===== config.mk =====
export PLATFORM = sky130hd
export DESIGN_NAME = adc_output_ctrl
export DESIGN_NICKNAME = d
export VERILOG_FILES = /design/src/adc_output_ctrl.v /design/src/sample_fifo.v
export VERILOG_INCLUDE_DIRS = /design/src
export SDC_FILE = /design/constraint.sdc
export NUM_CORES = 1
export LEC_CHECK = 0
export BUFFER_PORTS_ARGS = -buffer_cell sky130_fd_sc_hd__buf_2
export CORE_AREA = 2 2 72 74
export DETAILED_ROUTE_END_ITERATION = 12
export DIE_AREA = 0 0 74 76
export GPL_ROUTABILITY_DRIVEN = 0
export GPL_TIMING_DRIVEN = 0
export PLACE_DENSITY_LB_ADDON = 0.1
export SYNTH_ARGS = -nofsm -noshare
export SYNTH_HDL_FRONTEND = slang
export SYNTH_SLANG_ARGS = --single-unit

===== constraint.sdc =====
create_clock -name sys_clk -period 2.5 [get_ports sys_clk]
set_input_delay 0.375 -clock sys_clk [delete_from_list [all_inputs] [get_ports sys_clk]]
set_output_delay 0.375 -clock sys_clk [all_outputs]
set_load 0.01 [all_outputs]

===== src/adc_out_consts.vh =====
// constants for the converter output and mode control block
`ifndef ADC_OUT_CONSTS_VH
`define ADC_OUT_CONSTS_VH
`define SAMPLE_W 4
`define FIFO_DEPTH 8
// power mode codes {power_ctl_a, power_ctl_b}
`define PWR_SLEEP 2'h0
`define PWR_ACTIVE 2'h1
`define PWR_WARMUP 2'h2
`define PWR_CALIB 2'h3
// reference select codes {ref_sel_a, ref_sel_b}
`define REF_16M 2'h0
`define REF_19M2 2'h1
`define REF_14M4 2'h2
`define REF_26M 2'h3
// recovery after power-down: 7.5 sample periods, counted in half periods
`define RECOVER_HALF 4'hF
`endif


===== src/adc_output_ctrl.v =====
// converter output word timing, power-down hold and mode decode
// Contract
// [RULE1] sample appears 1.5 sample clocks after taken; code drives it on the next rise, 0.5 sample clocks after the fall capture
// [RULE2] output word updates on sample clock rise
// [RULE3] power-down holds last output word driven
// [RULE4] undefined codes 7.5 clocks after power-down release
// [RULE5] capturer ignores output through recovery window
// [RULE6] two power pins select sleep/warmup/calib/active
// [RULE7] two reference pins select divider ratio
// [RULE8] four parallel data lines, external sample clock
// [RULE9] any non-active mode counts as power-down
`timescale 1ns/100ps
`include "adc_out_consts.vh"
module adc_output_ctrl (
  // clock and reset
  input wire sys_clk,
  input wire arst_n,
  // sample clock from baseband, synchronous level
  input wire sample_clock_in,
  // raw converter result from the analog core
  input wire [3:0] conv_data,
  // power and reference selection pins
  input wire power_ctl_a,
  input wire power_ctl_b,
  input wire ref_sel_a,
  input wire ref_sel_b,
  // data output lines
  output reg sample_bit0,
  output reg sample_bit1,
  output reg sample_bit2,
  output reg sample_bit3,
  // status and decoded controls
  output reg out_valid_reg,
  output reg pll_on_reg,
  output reg adc_on_reg,
  output reg [1:0] mode_reg,
  output reg [1:0] ratio_sel_reg,
  output reg fifo_overflow_reg
);
  localparam ST_RUN = 3'b001;
  localparam ST_DOWN = 3'b010;
  localparam ST_RECOVER = 3'b100;

  reg clk_prev_reg;
  reg [2:0] state_reg;
  reg [3:0] half_cnt_reg;
  wire rise;
  wire fall;
  wire active;
  wire [1:0] pmode;
  wire fifo_in_ready;
  wire fifo_out_valid;
  wire [3:0] fifo_out_data;
  reg [3:0] take_reg;
  reg take_valid_reg;
  wire pop;

  // mode decode from pins
  function is_active;
    input [1:0] m;
    begin
      is_active = (m == `PWR_ACTIVE); // [RULE9]
    end
  endfunction

  // pll runs in every mode but sleep
  function is_pll_on;
    input [1:0] m;
    begin
      is_pll_on = (m != `PWR_SLEEP); // [RULE6]
    end
  endfunction

  assign pmode = {power_ctl_a, power_ctl_b}; // [RULE6]
  assign active = is_active(pmode);
  assign rise = sample_clock_in & ~clk_prev_reg; // [RULE2]
  assign fall = ~sample_clock_in & clk_prev_reg;
  // drain on rising edges while running only
  assign pop = rise && (state_reg == ST_RUN) && fifo_out_valid;

  // sample clock edge detection
  always @(posedge sys_clk or negedge arst_n) begin
    if (!arst_n)
      clk_prev_reg <= 1'b0;
    else
      clk_prev_reg <= sample_clock_in;
  end

  // capture on falling edge (half period into pipeline)
  // only while running: codes taken during recovery are undefined
  // and would pile up in the fifo, stretching the output latency
  always @(posedge sys_clk or negedge arst_n) begin
    if (!arst_n) begin
      take_reg <= 4'h0;
      take_valid_reg <= 1'b0;
    end else begin
      take_valid_reg <= fall && active && (state_reg == ST_RUN); // [RULE1]
      if (fall)
        take_reg <= conv_data;
    end
  end

  sample_fifo #(
    .WIDTH(`SAMPLE_W),
    .DEPTH(`FIFO_DEPTH),
    .AW(3)
  ) u_fifo (
    .sys_clk(sys_clk),
    .arst_n(arst_n),
    .in_valid(take_valid_reg),
    .in_ready(fifo_in_ready),
    .in_data(take_reg),
    .out_valid(fifo_out_valid),
    .out_ready(pop),
    .out_data(fifo_out_data)
  );

  // power state and recovery counter
  always @(posedge sys_clk or negedge arst_n) begin
    if (!arst_n) begin
      state_reg <= ST_DOWN;
      half_cnt_reg <= 4'h0;
    end else begin
      case (state_reg)
        ST_RUN: begin
          if (!active)
            state_reg <= ST_DOWN; // [RULE9]
        end
        // recovery window opens on the first fall after release
        // so that the count starts from a known clock phase
        ST_DOWN: begin
          if (active && fall) begin
            state_reg <= ST_RECOVER; // [RULE4]
            half_cnt_reg <= 4'h0;
          end
        end
        // both sample clock edges count: 15 halves make 7.5 periods
        // dropping out of active mode restarts the whole wait
        ST_RECOVER: begin
          if (!active)
            state_reg <= ST_DOWN;
          else if (rise || fall) begin
            half_cnt_reg <= half_cnt_reg + 4'h1;
            if (half_cnt_reg == `RECOVER_HALF - 4'h1)
              state_reg <= ST_RUN; // [RULE4]
          end
        end
        default: state_reg <= ST_DOWN;
      endcase
    end
  end

  // output word: new sample on rise, held otherwise
  always @(posedge sys_clk or negedge arst_n) begin
    if (!arst_n) begin
      sample_bit0 <= 1'b0;
      sample_bit1 <= 1'b0;
      sample_bit2 <= 1'b0;
      sample_bit3 <= 1'b0;
    end else begin
      if (pop) begin
        {sample_bit3, sample_bit2, sample_bit1, sample_bit0} <=
          fifo_out_data; // [RULE1] [RULE8]
      end
    end
  end

  // word valid flag; word itself is held through power-down
  always @(posedge sys_clk or negedge arst_n) begin
    if (!arst_n)
      out_valid_reg <= 1'b0;
    else
      out_valid_reg <= (state_reg == ST_RUN) && active; // [RULE3] [RULE5]
  end

  // decoded mode copy
  always @(posedge sys_clk or negedge arst_n) begin
    if (!arst_n)
      mode_reg <= `PWR_SLEEP;
    else
      mode_reg <= pmode; // [RULE6]
  end

  // pll enable
  always @(posedge sys_clk or negedge arst_n) begin
    if (!arst_n)
      pll_on_reg <= 1'b0;
    else
      pll_on_reg <= is_pll_on(pmode); // [RULE6]
  end

  // converter enable
  always @(posedge sys_clk or negedge arst_n) begin
    if (!arst_n)
      adc_on_reg <= 1'b0;
    else
      adc_on_reg <= active; // [RULE6]
  end

  // divider ratio code
  always @(posedge sys_clk or negedge arst_n) begin
    if (!arst_n)
      ratio_sel_reg <= `REF_16M;
    else
      ratio_sel_reg <= {ref_sel_a, ref_sel_b}; // [RULE7]
  end

  // sticky overflow, cleared by reset only
  always @(posedge sys_clk or negedge arst_n) begin
    if (!arst_n)
      fifo_overflow_reg <= 1'b0;
    else
      fifo_overflow_reg <= fifo_overflow_reg |
        (take_valid_reg & ~fifo_in_ready);
  end
endmodule // adc_output_ctrl


===== src/sample_fifo.v =====
// small synchronous fifo with valid/ready on both sides
`timescale 1ns/100ps
module sample_fifo #(
  parameter WIDTH = 4,
  parameter DEPTH = 8,
  parameter AW = 3
) (
  // clock and reset
  input wire sys_clk,
  input wire arst_n,
  // fill side
  input wire in_valid,
  output wire in_ready,
  input wire [WIDTH-1:0] in_data,
  // drain side
  output wire out_valid,
  input wire out_ready,
  output wire [WIDTH-1:0] out_data
);
  reg [WIDTH-1:0] mem [0:DEPTH-1];
  reg [AW:0] wr_ptr_reg;
  reg [AW:0] rd_ptr_reg;
  wire empty;
  wire full;
  // pointer compare for full and empty
  assign empty = (wr_ptr_reg == rd_ptr_reg);
  assign full = (wr_ptr_reg[AW-1:0] == rd_ptr_reg[AW-1:0]) &&
    (wr_ptr_reg[AW] != rd_ptr_reg[AW]);
  assign in_ready = ~full;
  assign out_valid = ~empty;
  assign out_data = mem[rd_ptr_reg[AW-1:0]];
  // storage write
  always @(posedge sys_clk) begin
    if (in_valid && !full)
      mem[wr_ptr_reg[AW-1:0]] <= in_data;
  end
  // pointers
  always @(posedge sys_clk or negedge arst_n) begin
    if (!arst_n) begin
      wr_ptr_reg <= {(AW+1){1'b0}};
      rd_ptr_reg <= {(AW+1){1'b0}};
    end else begin
      if (in_valid && !full)
        wr_ptr_reg <= wr_ptr_reg + 1'b1;
      if (out_ready && !empty)
        rd_ptr_reg <= rd_ptr_reg + 1'b1;
    end
  end
endmodule // sample_fifo


# --- Word-level counts from Yosys, hierarchy flattened ---
# Memories as Yosys holds them, arrays and structs flattened. A register that Yosys moved wholly into a read port is not among the register bits.
# Index checks and enable logic that the tools add are counted.
totals:
  reg_bits: 29
  mem_bits_rw: 32
  in_bits: 11
  wordCells: 66
  memories: 1
mem_list:
  columns: ["memory", "words", "width", "rd", "rd_ports_with_merged_regs", "wr", "line", "rtl"]
  rows:
  - ["u_fifo.mem", 8, 4, 1, 1, 1, "sample_fifo.v:20", "reg [WIDTH-1:0] mem [0:DEPTH-1];"]
op_classes:
  add_sub_neg: 3
  eq_ne: 14
  mux: 12
  bitwise_logic: 7
  n_reduce_logical: 16
op_table:
  columns: ["operator", "n"]
  rows:
  - ["$mux W3", 5]
  - ["$add A4 B1 Y4 const B", 3]
  - ["$mux W4", 3]
  - ["$pmux W3 S3", 1]
  - ["$logic_and A1 B1 Y1", 8]
  - ["$ne A2 B2 Y1 const B", 4]
  - ["$pmux W4 S2", 1]
  - ["$reduce_and A4 Y1", 2]
  - ["$ne A3 B3 Y1 const B", 2]
  - ["$eq A4 B4 Y1", 1]
  - ["$eq A4 B4 Y1 const B", 1]
  - ["$reduce_bool A2 Y1", 2]
  - ["$and A1 B1 Y1", 3]
  - ["$eq A3 B1 Y1 const B", 1]
  - ["$eq A3 B2 Y1 const B", 1]
  - ["$eq A3 B3 Y1", 1]
  - ["$eq A3 B3 Y1 const B", 1]
  - ["$logic_not A1 Y1", 3]
  - ["$not A1 Y1", 3]
  - ["$eq A2 B1 Y1 const B", 1]
  - ["$mux W1", 2]
  - ["$logic_or A1 B1 Y1", 1]
  - ["$ne A1 B1 Y1", 1]
  - ["$or A1 B1 Y1", 1]

# --- Longest topological paths before layout ---
# Gate-level depths: netlist of run 1.
depth:
  ltp_word: 6
  ltp_mapped: 6
  depth_no_buf: 6

# --- Cells and area by module ---
# Synthesis of run 1 repeated with hierarchy kept, for this count alone.
unflattened:
  cells_unflattened: 186
  hier_area_um2: 2906.5
modules_own_cells:
  columns: ["module", "n_inst", "cells_each", "area_per_inst_um2", "seq_area_each_um2"]
  rows:
  - ["sample_fifo", 1, 104, 1855.5, 1161.1]
  - ["adc_output_ctrl", 1, 82, 1051.0, 626.9]

# --- Least setup slack after synthesis of run 1 ---
# No wires, ideal clock.
synth_timing:
  path_type: "reg2reg"
  startpoint: "register u_fifo.wr_ptr_reg[0]"
  endpoint: "memory u_fifo.mem[4][0] (enable)"
  arrival_ns: 1.587
  required_ns: 2.139
  setup_slack_ns: 0.552
  stages_incl_launch_ff: 6
  period_less_slack_ns: 1.948
  path_cell_list: "dfrtp_1 -> buf_2 -> xor2_1 -> o41ai_4 -> or2_2 -> nor3_1"
synth_between:
  elab_chain_len: 6
synth_lines:
  columns: ["element", "line", "rtl"]
  rows:
  - ["start: declaration", "sample_fifo.v:21", "reg [AW:0] wr_ptr_reg;"]
  - ["start signal: assignment", "sample_fifo.v:40", "wr_ptr_reg <= {(AW+1){1'b0}};"]
  - ["start signal: assignment", "sample_fifo.v:44", "wr_ptr_reg <= wr_ptr_reg + 1'b1;"]
  - ["$eq A3 B3 Y1", "sample_fifo.v:27", "assign full = (wr_ptr_reg[AW-1:0] == rd_ptr_reg[AW-1:0]) &&"]
  - ["$logic_and A1 B1 Y1", "sample_fifo.v:27", null]
  - ["$logic_not A1 Y1", "sample_fifo.v:34", "if (in_valid && !full)"]
  - ["$logic_and A1 B1 Y1", "sample_fifo.v:34", null]
  - ["$mux W1", "sample_fifo.v:34", null]
  - ["$mux W1 (implied by the code)", "sample_fifo.v:35", "mem[wr_ptr_reg[AW-1:0]] <= in_data;"]
  - ["end: declaration", "sample_fifo.v:20", null]
# Parallel ways exist; a longest one is shown, timed or not.

# --- Worst setup path after layout of run 1 ---
layout_timing:
  startpoint: "register u_fifo.wr_ptr_reg[0]"
  endpoint: "memory u_fifo.mem[4][1] (enable)"
# Same word-level chain as after synthesis.

==> results of run 1 <==
cells in the mapped netlist (2+ instances only):
master	number
dfrtp_1	32
edfxtp_1	32
mux2_2	14
nor2_1	9
o21ai_0	7
ha_1	6
inv_1	6
nand2b_1	6
xnor2_1	6
mux4_2	5
nand2_1	5
nor3_1	4
nor3b_1	4
mux4_1	3
xor2_1	3
buf_6	2
nand3_1	2
nand4_1	2
nor2b_1	2
or2_2	2
routing by layer:
metal  up-vias  share of wire (%)  GRT usage [%]
met4         0                2.0           9.64
met1       733                 43           24.1
met5         -                  0              0
met2        28                 51           28.9
li1        693                  -              -
met3         9                3.5           5.69
power breakdown:
group / internal, uW / switching [uW] / total, uW
clock: 618 / 359 / 977
sequential: 1160 / 23.8 / 1180
combinational: 23.0 / 28.7 / 51.7
cells by family (layout without fill, tap and decap cells):
family / count (synthesis) / after routing / share of synthesized area, %
XOR/XNOR: 10 / 10 / 3.88
multiplexers: 22 / 22 / 12.7
AND/OR/NAND/NOR: 46 / 46 / 10.2
adder cells (fa/ha/maj): 6 / 6 / 2.74
AO/OA/AOI/OAI: 11 / 11 / 3.01
flip-flops: 65 / 65 / 65.2
buffers and inverters: 10 / 48 / 2.33
cell usage in the layout, fill, tap and decap left out, types with 2 or more instances in the layout:
master	instances
or2_2	2
mux2_2	14
clkbuf_1	3
inv_1	6
o21ai_0	7
mux4_2	5
buf_6	2
nor3b_1	4
dfrtp_1	32
xor2_1	3
edfxtp_1	32
nand4_1	2
nand2b_1	6
bufinv_16	2
clkbuf_8	12
nor2b_1	2
nand3_1	2
nand2_1	5
nor3_1	4
mux4_1	3
ha_1	6
xnor2_1	6
buf_2	23
nor2_1	9
worst register-to-register path, delay by kind of cell (launching register included):
| family | cells | cell delay, ns |
|---|---|---|
| AND/OR/NAND/NOR | 2 | 0.81 |
| AO/OA/AOI/OAI | 1 | 0.16 |
| buffers and inverters | 1 | 0.17 |
| XOR/XNOR | 1 | 0.36 |
| flip-flops | 1 | 0.38 |
through the flow:
| step | util, % | setup slack (ns) | total power [uW] | instances | cell area, sq um |
|---|---|---|---|---|---|
| after global routing | 64.4 | 0.0791 | 2290 | 278 | 3160 |
| after global placement | 59.9 | 0.304 | 1250 | 262 | 2940 |
| final | 64.4 | 0.276 | 2210 | 278 | 3160 |
| after detailed placement | 59.9 | 0.239 | 1260 | 262 | 2940 |
| after floorplan | - | 0.552 | 1220 | 170 | 2740 |
| after CTS | 64.4 | 0.229 | 2240 | 278 | 3160 |
layout make-up:
| class | count | area [sq um] | area share, % |
|---|---|---|---|
| inverters | 6 | 22.5 | 0.712 |
| flip-flops and latches | 65 | 1790 | 56.5 |
| clock inverters | 2 | 60.1 | 1.90 |
| clock buffers | 14 | 163 | 5.14 |
| plain buffers | 4 | 41.3 | 1.30 |
| multi-input cells | 95 | 892 | 28.2 |
| repair buffers | 22 | 110 | 3.48 |
| well taps | 70 | 87.6 | 2.77 |
worst min path at each step:
stage                                      from                          end  slack (ns)  depth (start not counted)
floorplan                                arst_n         adc_on_reg$_DFF_PN0_        0.08                          0
global placement    fifo_overflow_reg$_DFF_PN0_  fifo_overflow_reg$_DFF_PN0_        0.44                          1
detailed placement  fifo_overflow_reg$_DFF_PN0_  fifo_overflow_reg$_DFF_PN0_        0.46                          1
CTS                                      arst_n      sample_bit3$_DFFE_PN0P_        0.11                          1
global route                          ref_sel_b   ratio_sel_reg[0]$_DFF_PN0_        0.13                          1
finish                                   arst_n      sample_bit3$_DFFE_PN0P_        0.09                          1
==> run summary, run 1 <==
outcome: complete, no violations
skew final: 0.00660 ns
pins over their slew limit: 0
ys flop type: edfxtp_1
max incr delay on CP: 0.48 ns
worst-case reg-to-reg path depth: 5
postcts setup bufs: 0
number of H-tree levels: 3
CTS resizes: 0
CTS root buf: clkbuf_8
r2r setup slk: 0.28 ns
Worst Path Max Fanout: 7
R2R Path End: u_fifo.mem[4][1]$_DFFE_PP_
clock sinks: 65
clk slew on worst S/H paths: 0.07 ns
Core ar.: 4910 sq um
max FFs per register: 32
Worst path depth: 5
Peak VDD IR: 0.421 mV
Post-CTS Hold Fix Bufs: 0
Nets: 220
PwrDens: 698 nW/um^2
GRT Total Usage: 18.9%
die height: 76 um
Buffers on Ports: 22
Fin Hold WS: 0.0918 ns
initial antenna violation count: 0
CTS Buf Count: 9
die area: 5620 sq um
Final Hold Fails: 0
Starting DRT DRC Count: 97
CTS tree: built
# IOs: 23
Vias: 1463
Filler Cell Count: 366
crit path from: u_fifo.wr_ptr_reg[0]$_DFFE_PN0P_
unrepaired setup endpoints after global routing: no
Die W: 74 um
overflow left after global routing: 0
Max Cap Viol: 0
fin crit share: 88.9%
worst endpoint required time: 2.46 ns
Synthesis Warnings: 0
wire per inst: 15.8 um
Tmin final: 2.22 ns
worst reg2reg startpoint: u_fifo.wr_ptr_reg[0]$_DFFE_PN0P_
Achievable Freq: 0.450 GHz
first-pass GRT wire length: 7690 um
CP Capture Type: flip-flop
layout cell share with drive strength beyond 1: 32.2%
nature of the critical path startpoint: flip-flop
row count: 26
FF+latch count, synth: 65
Setup-failing EPs final: 0
cells after synthesis: 170
worst path buffer plus inverter count: 1
EDFF count, synth: 32
Rel. slew slack: 38.4%
number of antenna diodes: 0
antenna-violating nets left: 0
post-synth cell types: 38
Starting Density: 55.9%
post-synthesis sequential area ratio: 65.2%
Area Overhead vs Synth: 15.3%
synth top area cells: edfxtp_1, dfrtp_1, mux2_2
Post-Syn Area per Cell: 16.1 sq um
CTS Buffer Depth: 2
Vias per Instance: 5.26
syn nets: 187
Synth async-reset ratio: 50.8%
first-pass detailed-route iteration total: 4
Crit path max-delay family: simple AND/OR/NAND/NOR gates
Setup crit end: u_fifo.mem[4][1]$_DFFE_PP_
worst min path class: input port to asynchronous set/reset pin
Final HPWL DP: 3210 um
wirelength, routed: 4380 um
leading area contributor after synthesis: edfxtp_1
Yosys top cell area share: 35.0%
Fin Setup TNS: 0 ns
DRC: 0
type of the worst setup path: flip-flop to flip-flop
Lkg Pwr: 0.00129 uW
worst skew pair latency: 0.33 ns
crit path cell chain: buf_2 > xor2_1 > o41ai_4 > or2_2 > nor3_1
CP arrival: 2.19 ns
vias in the first global route: 1581
largest net degree at the start of global routing: 34
Cell Area, Synth: 2740 sq um
slew at the pin closest to its max-slew limit: 0.917 ns
CP max-delay cell: nor3_1
Note: power is estimated with default switching activity, not from simulation.
==> inputs of run 2 (changes only) <==
Settings changed: BUFFER_PORTS_ARGS -buffer_cell sky130_fd_sc_hd__buf_2 to unset, CORE_AREA 2 2 72 74 to 2 2 73 75, DIE_AREA 0 0 74 76 to 0 0 75 77, DONT_BUFFER_PORTS set to 1, PLACE_DENSITY set to 0.76, PLACE_DENSITY_LB_ADDON 0.1 to unset, SYNTH_HIERARCHICAL set to 1.
==> run 2 against run 1 <==
Clock skew decreased by 0.0014 ns. Via count increased by 7.9%. Critical path depth increased by 4. Maximum frequency shrank 9.9%. Sequential share of layout area shrank 2.6 points. Setup slack lost 0.24 ns. Final area up 4.7%. Highest routed layer unchanged.
==> run summary, run 2 <==
wirelength, routed: 4880 um
Setup-failing EPs final: 0
# IOs: 23
max incr delay on CP: 0.33 ns
FF+latch count, synth: 65
Starting Density: 58.4%
Starting DRT DRC Count: 141
Area Overhead vs Synth: 14.0%
slew at the pin closest to its max-slew limit: 0.909 ns
clk slew on worst S/H paths: 0.07 ns
CP arrival: 2.69 ns
post-synth cell types: 46
Nets: 216
antenna-violating nets left: 0
largest net degree at the start of global routing: 34
Crit path top cell by count: nand2_1
die height: 77 um
Synth async-reset ratio: 50.8%
crit path cell chain: buf_2 > xor2_4 > nor3_1 > nand2_1 > nand2_1 > nor3_4 > nand4_1 > and2_1 > a311o_1
outcome: complete, no violations
EDFF count, synth: 32
wire per inst: 17.8 um
CTS tree: built
row count: 26
number of H-tree levels: 3
GRT Total Usage: 19.9%
clock sinks: 65
first-pass GRT wire length: 8100 um
ys flop type: edfxtp_1
die area: 5780 sq um
PnR worst setup slack: 0.0318 ns
synth top area cells: edfxtp_1, dfrtp_1, mux4_2
CP Capture Type: flip-flop
overflow left after global routing: 0
Cell Area, Synth: 2910 sq um
fin crit share: 98.7%
worst min path class: input port to flip-flop
DRC: 0
worst skew pair latency: 0.34 ns
Max Cap Viol: 0
power after layout: 2310 uW
pre-CTS setup slack: -0.167 ns
Vias per Instance: 5.76
CTS Buffer Depth: 2
Vias: 1579
Peak VDD IR: 0.542 mV
worst endpoint required time: 2.73 ns
unrepaired setup endpoints after global routing: yes
max FFs per register: 32
CTS root buf: clkbuf_8
Final HPWL DP: 3360 um
Post-Syn Area per Cell: 15.6 sq um
first-pass detailed-route iteration total: 4
Worst Path Max Fanout: 9
pins over their slew limit: 0
Buffers on Ports: 0
most instantiated cells after synthesis: dfrtp_1, edfxtp_1, mux2_2, inv_1, mux4_2
Lkg Pwr: 0.00129 uW
Core ar.: 4980 sq um
Crit path max-delay family: simple AND/OR/NAND/NOR gates
worst path buffer plus inverter count: 1
PwrDens: 696 nW/um^2
Die W: 75 um
number of antenna diodes: 0
leading area contributor after synthesis: edfxtp_1
syn nets: 203
skew final: 0.00515 ns
commonest non-fill, non-tap cells in the layout: dfrtp_1, edfxtp_1, mux2_2
cells after synthesis: 186
Final Hold Fails: 0
vias in the first global route: 1620
Achievable Freq: 0.405 GHz
Filler Cell Count: 355
Synthesis Warnings: 6
type of the worst setup path: flip-flop to flip-flop
layout cell share with drive strength beyond 1: 29.4%
Tmin final: 2.47 ns
CP max-delay cell: dfrtp_1
Rel. slew slack: 38.9%
initial antenna violation count: 0
Yosys top cell area share: 33.1%
post-synthesis sequential area ratio: 61.5%
CTS Buf Count: 9
nature of the critical path startpoint: flip-flop
==> run 2: changes by cell type after synthesis, moves of 3 or more <==
cell	delta
mux4_1	-3
mux4_2	+3
nand3b_1	+4
nor2_1	-7
o21ai_0	-4
xor2_2	+3
==> run 2: final cells by class <==
class	instances	area (sq um)	area share, %
repair buffers	2	30.0	0.906
inverters	9	33.8	1.02
clock buffers	9	124	3.74
well taps	70	87.6	2.64
multi-input cells	104	1080	32.5
flip-flops and latches	65	1790	53.9
clock inverters	7	119	3.59
plain buffers	8	55.1	1.66
==> run 2: where the power goes <==
part           total (uW)  internal [uW]  switching, uW
Clock                1060            661            400
Combinational        51.2           23.4           27.8
Sequential           1190           1160           32.2
==> run 2: final timing paths <==
kind / end / start / cells past startpoint / slack [ns]
hold / removal: ratio_sel_reg[0]$_DFF_PN0_ / ref_sel_b / 0 / 0.06
min in group asynchronous: u_fifo/wr_ptr_reg[2]$_DFFE_PN0P_ / arst_n / 2 / 0.49
hold reg to reg: fifo_overflow_reg$_DFF_PN0_ / fifo_overflow_reg$_DFF_PN0_ / 1 / 0.52
setup reg to reg: u_fifo/rd_ptr_reg[3]$_DFFE_PN0P_ / u_fifo/wr_ptr_reg[2]$_DFFE_PN0P_ / 9 / 0.03
max in group asynchronous: state_reg[1]$_DFFE_PN1P_ / arst_n / 2 / 1.77
setup / recovery: u_fifo/rd_ptr_reg[3]$_DFFE_PN0P_ / u_fifo/wr_ptr_reg[2]$_DFFE_PN0P_ / 9 / 0.03
==> run 2: cell families (layout without fill, tap and decap cells) <==
| logic type | after synthesis | in the layout | synth area share (%) |
|---|---|---|---|
| DFF | 65 | 65 | 61.5 |
| and+or+nand+nor | 46 | 46 | 11.0 |
| muxes | 23 | 23 | 12.1 |
| AOI/OAI and AO/OA | 17 | 17 | 5.30 |
| buffers and inverters | 17 | 35 | 3.06 |
| xor gates and xnor gates | 12 | 12 | 4.39 |
| adders and majority gates | 6 | 6 | 2.58 |
==> run 2: timing repair <==
action | CTS | global route
hold buffers | 2 | 0
gates cloned | 0 | 0
endpoints found under the hold margin | 33 | 0
endpoints found under the setup margin | 1 | 21
pin swaps | 0 | 0
setup buffers | 0 | 0
resized for setup | 2 | 4
==> run 2: stage by stage <==
stage / TNS [ns] / cells / hold WS (ns) / cell area (sq um) / util (%)
floorplan: 0 / 186 / 0.0794 / 2910 / -
global placement: -0.0116 / 256 / 0.0805 / 2990 / 60.2
detailed placement: -0.167 / 256 / 0.0803 / 2990 / 60.2
CTS: 0 / 274 / 0.0396 / 3280 / 66.0
global route: -0.334 / 274 / 0.0310 / 3310 / 66.6
finish: 0 / 274 / 0.0571 / 3310 / 66.6
==> run 2: routing by layer <==
metal / global-route usage [%] / share of wire, % / vias up / wire, um
met4: 9.11 / 1.3 / 0 / 65
met3: 6.44 / 4.7 / 9 / 230
met5: 0 / 0 / - / 0
met2: 29.1 / 51 / 35 / 2500
met1: 27.0 / 43 / 802 / 2090
li1: - / - / 733 / -
==> run 2: worst reg2reg max path: cells and delay by family (launching register included) <==
| kind | cells | cell delay [ns] |
|---|---|---|
| xor+xnor | 1 | 0.28 |
| compound gates | 1 | 0.31 |
| simple gates | 6 | 1.18 |
| flops | 1 | 0.33 |
| buf+inv | 1 | 0.26 |
==> inputs of run 3 (changes only) <==
Clock period 2.5 ns to 3.2 ns, I/O delays scaled along.
==> run 3 against run 2 <==
Register-to-register slack better by 0.48 ns. Utilization shrank 0.96 points. Clock power fell by 22%. Combinational power shrank 22%. First-iteration DRC count shrank 23%. Routed wire length is 0.92% lower.
==> run summary, run 3 (synthesis results as in run 2) <==
dpl cells: 256
CP Capture Type: flip-flop
worst min path class: input port to flip-flop
fin crit share: 84.0%
Nets: 216
Core ar.: 4980 sq um
row count: 26
Final HPWL DP: 3360 um
Max Cap Viol: 0
max incr delay on CP: 0.46 ns
pins over their slew limit: 0
Die W: 75 um
Area Overhead vs Synth: 12.4%
antenna-violating nets left: 0
clk slew on worst S/H paths: 0.07 ns
commonest non-fill, non-tap cells in the layout: dfrtp_1, edfxtp_1, mux2_2
post-route cell area: 3270 sq um
Multi-input gate area: 1030 sq um
Tmin final: 2.69 ns
Fin Setup TNS: 0 ns
GRT Total Usage: 19.8%
worst endpoint required time: 3.42 ns
CTS tree: built
outcome: complete, no violations
max FFs per register: 32
nature of the critical path startpoint: flip-flop
Crit path top cell by count: nand2_1
DRC: 0
CTS Buf Count: 9
pre-CTS setup slack: 0.533 ns
Achievable Freq: 0.372 GHz
Peak VDD IR: 0.419 mV
PnR worst setup slack: 0.514 ns
Rel. slew slack: 33.4%
clock sinks: 65
Crit path max-delay family: simple AND/OR/NAND/NOR gates
crit path cell chain: buf_2 > xor2_2 > nor3_1 > nand2_1 > nand2_1 > nor3_2 > nand4_1 > and2_1 > a311o_1
CTS root buf: clkbuf_8
skew final: 0.00466 ns
Starting Density: 58.4%
largest net degree at the start of global routing: 34
vias in the first global route: 1627
Buffers on Ports: 0
CP max-delay cell: nor3_2
Starting DRT DRC Count: 108
Vias: 1576
initial antenna violation count: 0
Vias per Instance: 5.75
wire per inst: 17.7 um
Setup-failing EPs final: 0
wirelength, routed: 4840 um
CP arrival: 2.91 ns
Final Hold Fails: 0
type of the worst setup path: flip-flop to flip-flop
unrepaired setup endpoints after global routing: no
register area: 1790 sq um
worst skew pair latency: 0.34 ns
overflow left after global routing: 0
CTS Buffer Depth: 2
fin cells: 274
die height: 77 um
Filler Cell Count: 358
Cell Area, Placed: 2990 sq um
power after layout: 1800 uW
Worst Path Max Fanout: 9
worst path buffer plus inverter count: 1
slew at the pin closest to its max-slew limit: 0.984 ns
number of antenna diodes: 0
first-pass detailed-route iteration total: 4
layout cell share with drive strength beyond 1: 27.9%
Lkg Pwr: 0.00127 uW
postcts setup bufs: 0
number of H-tree levels: 3
PwrDens: 551 nW/um^2
die area: 5780 sq um
first-pass GRT wire length: 8060 um
# IOs: 23
## run 3: changes by cell type in the layout (fill, tap and decap cells not counted)
cell,change
xor2_2,+2
nor4_1,+1
nor3_2,+1
nor4b_2,-2
nor4b_1,+2
nor4_2,-1
nor3_4,-1
xor2_4,-2
## run 3: cell type report
type                            count  share of cell area, %
Tap cell                           70                   2.68
Sequential cell                    65                   54.7
Inverter                            9                   1.03
Buffer                              8                   1.69
Clock buffer                        9                   3.79
Timing Repair Buffer                2                  0.919
Clock inverter                      7                   3.64
Multi-Input combinational cell    104                   31.5
## run 3: final timing paths
kind	from	to	slack [ns]	cells after the start
worst min-delay path	ref_sel_b	ratio_sel_reg[0]$_DFF_PN0_	0.16	0
max in group asynchronous	arst_n	state_reg[1]$_DFFE_PN1P_	2.37	2
min in group asynchronous	arst_n	u_fifo/wr_ptr_reg[2]$_DFFE_PN0P_	0.59	2
worst max-delay path	u_fifo/wr_ptr_reg[2]$_DFFE_PN0P_	u_fifo/rd_ptr_reg[3]$_DFFE_PN0P_	0.51	9
worst min register to register	fifo_overflow_reg$_DFF_PN0_	fifo_overflow_reg$_DFF_PN0_	0.52	1
worst max register to register	u_fifo/wr_ptr_reg[2]$_DFFE_PN0P_	u_fifo/rd_ptr_reg[3]$_DFFE_PN0P_	0.51	9
## run 3: repair_timing
action,CTS,global route
hold buffers,2,0
resized for setup,0,0
endpoints found under the hold margin,33,0
## run 3: power by group
group / total, uW / internal (uW) / leakage [uW] / switching [uW]
Combinational: 39.8 / 18.2 / 0.000436 / 21.6
Sequential: 933 / 908 / 0.000719 / 25.1
Clock: 828 / 517 / 0.000115 / 311
Total: 1800 / 1440 / 0.00127 / 358
## run 3: through the flow
stage	util [%]	hold slack, ns
floorplan	-	0.184
global placement	60.2	0.186
detailed placement	60.2	0.185
CTS	65.6	0.145
global route	65.6	0.136
finish	65.6	0.164
## run 3: per-layer routing
layer  vias up  GRT usage (%)  share of wire [%]
li1        729              -                  -
met4         0           9.11                1.1
met2        34           28.9                 52
met1       808           26.9                 42
met3         5           6.44                4.8
met5         -              0                  0
## run 3: worst reg2reg max path, cell delays in order, from the launching register on
cell,delay [ns]
dfrtp_1,0.33
buf_2,0.24
xor2_2,0.36
nor3_1,0.15
nand2_1,0.12
nand2_1,0.08
nor3_2,0.46
nand4_1,0.28
and2_1,0.24
a311o_1,0.31
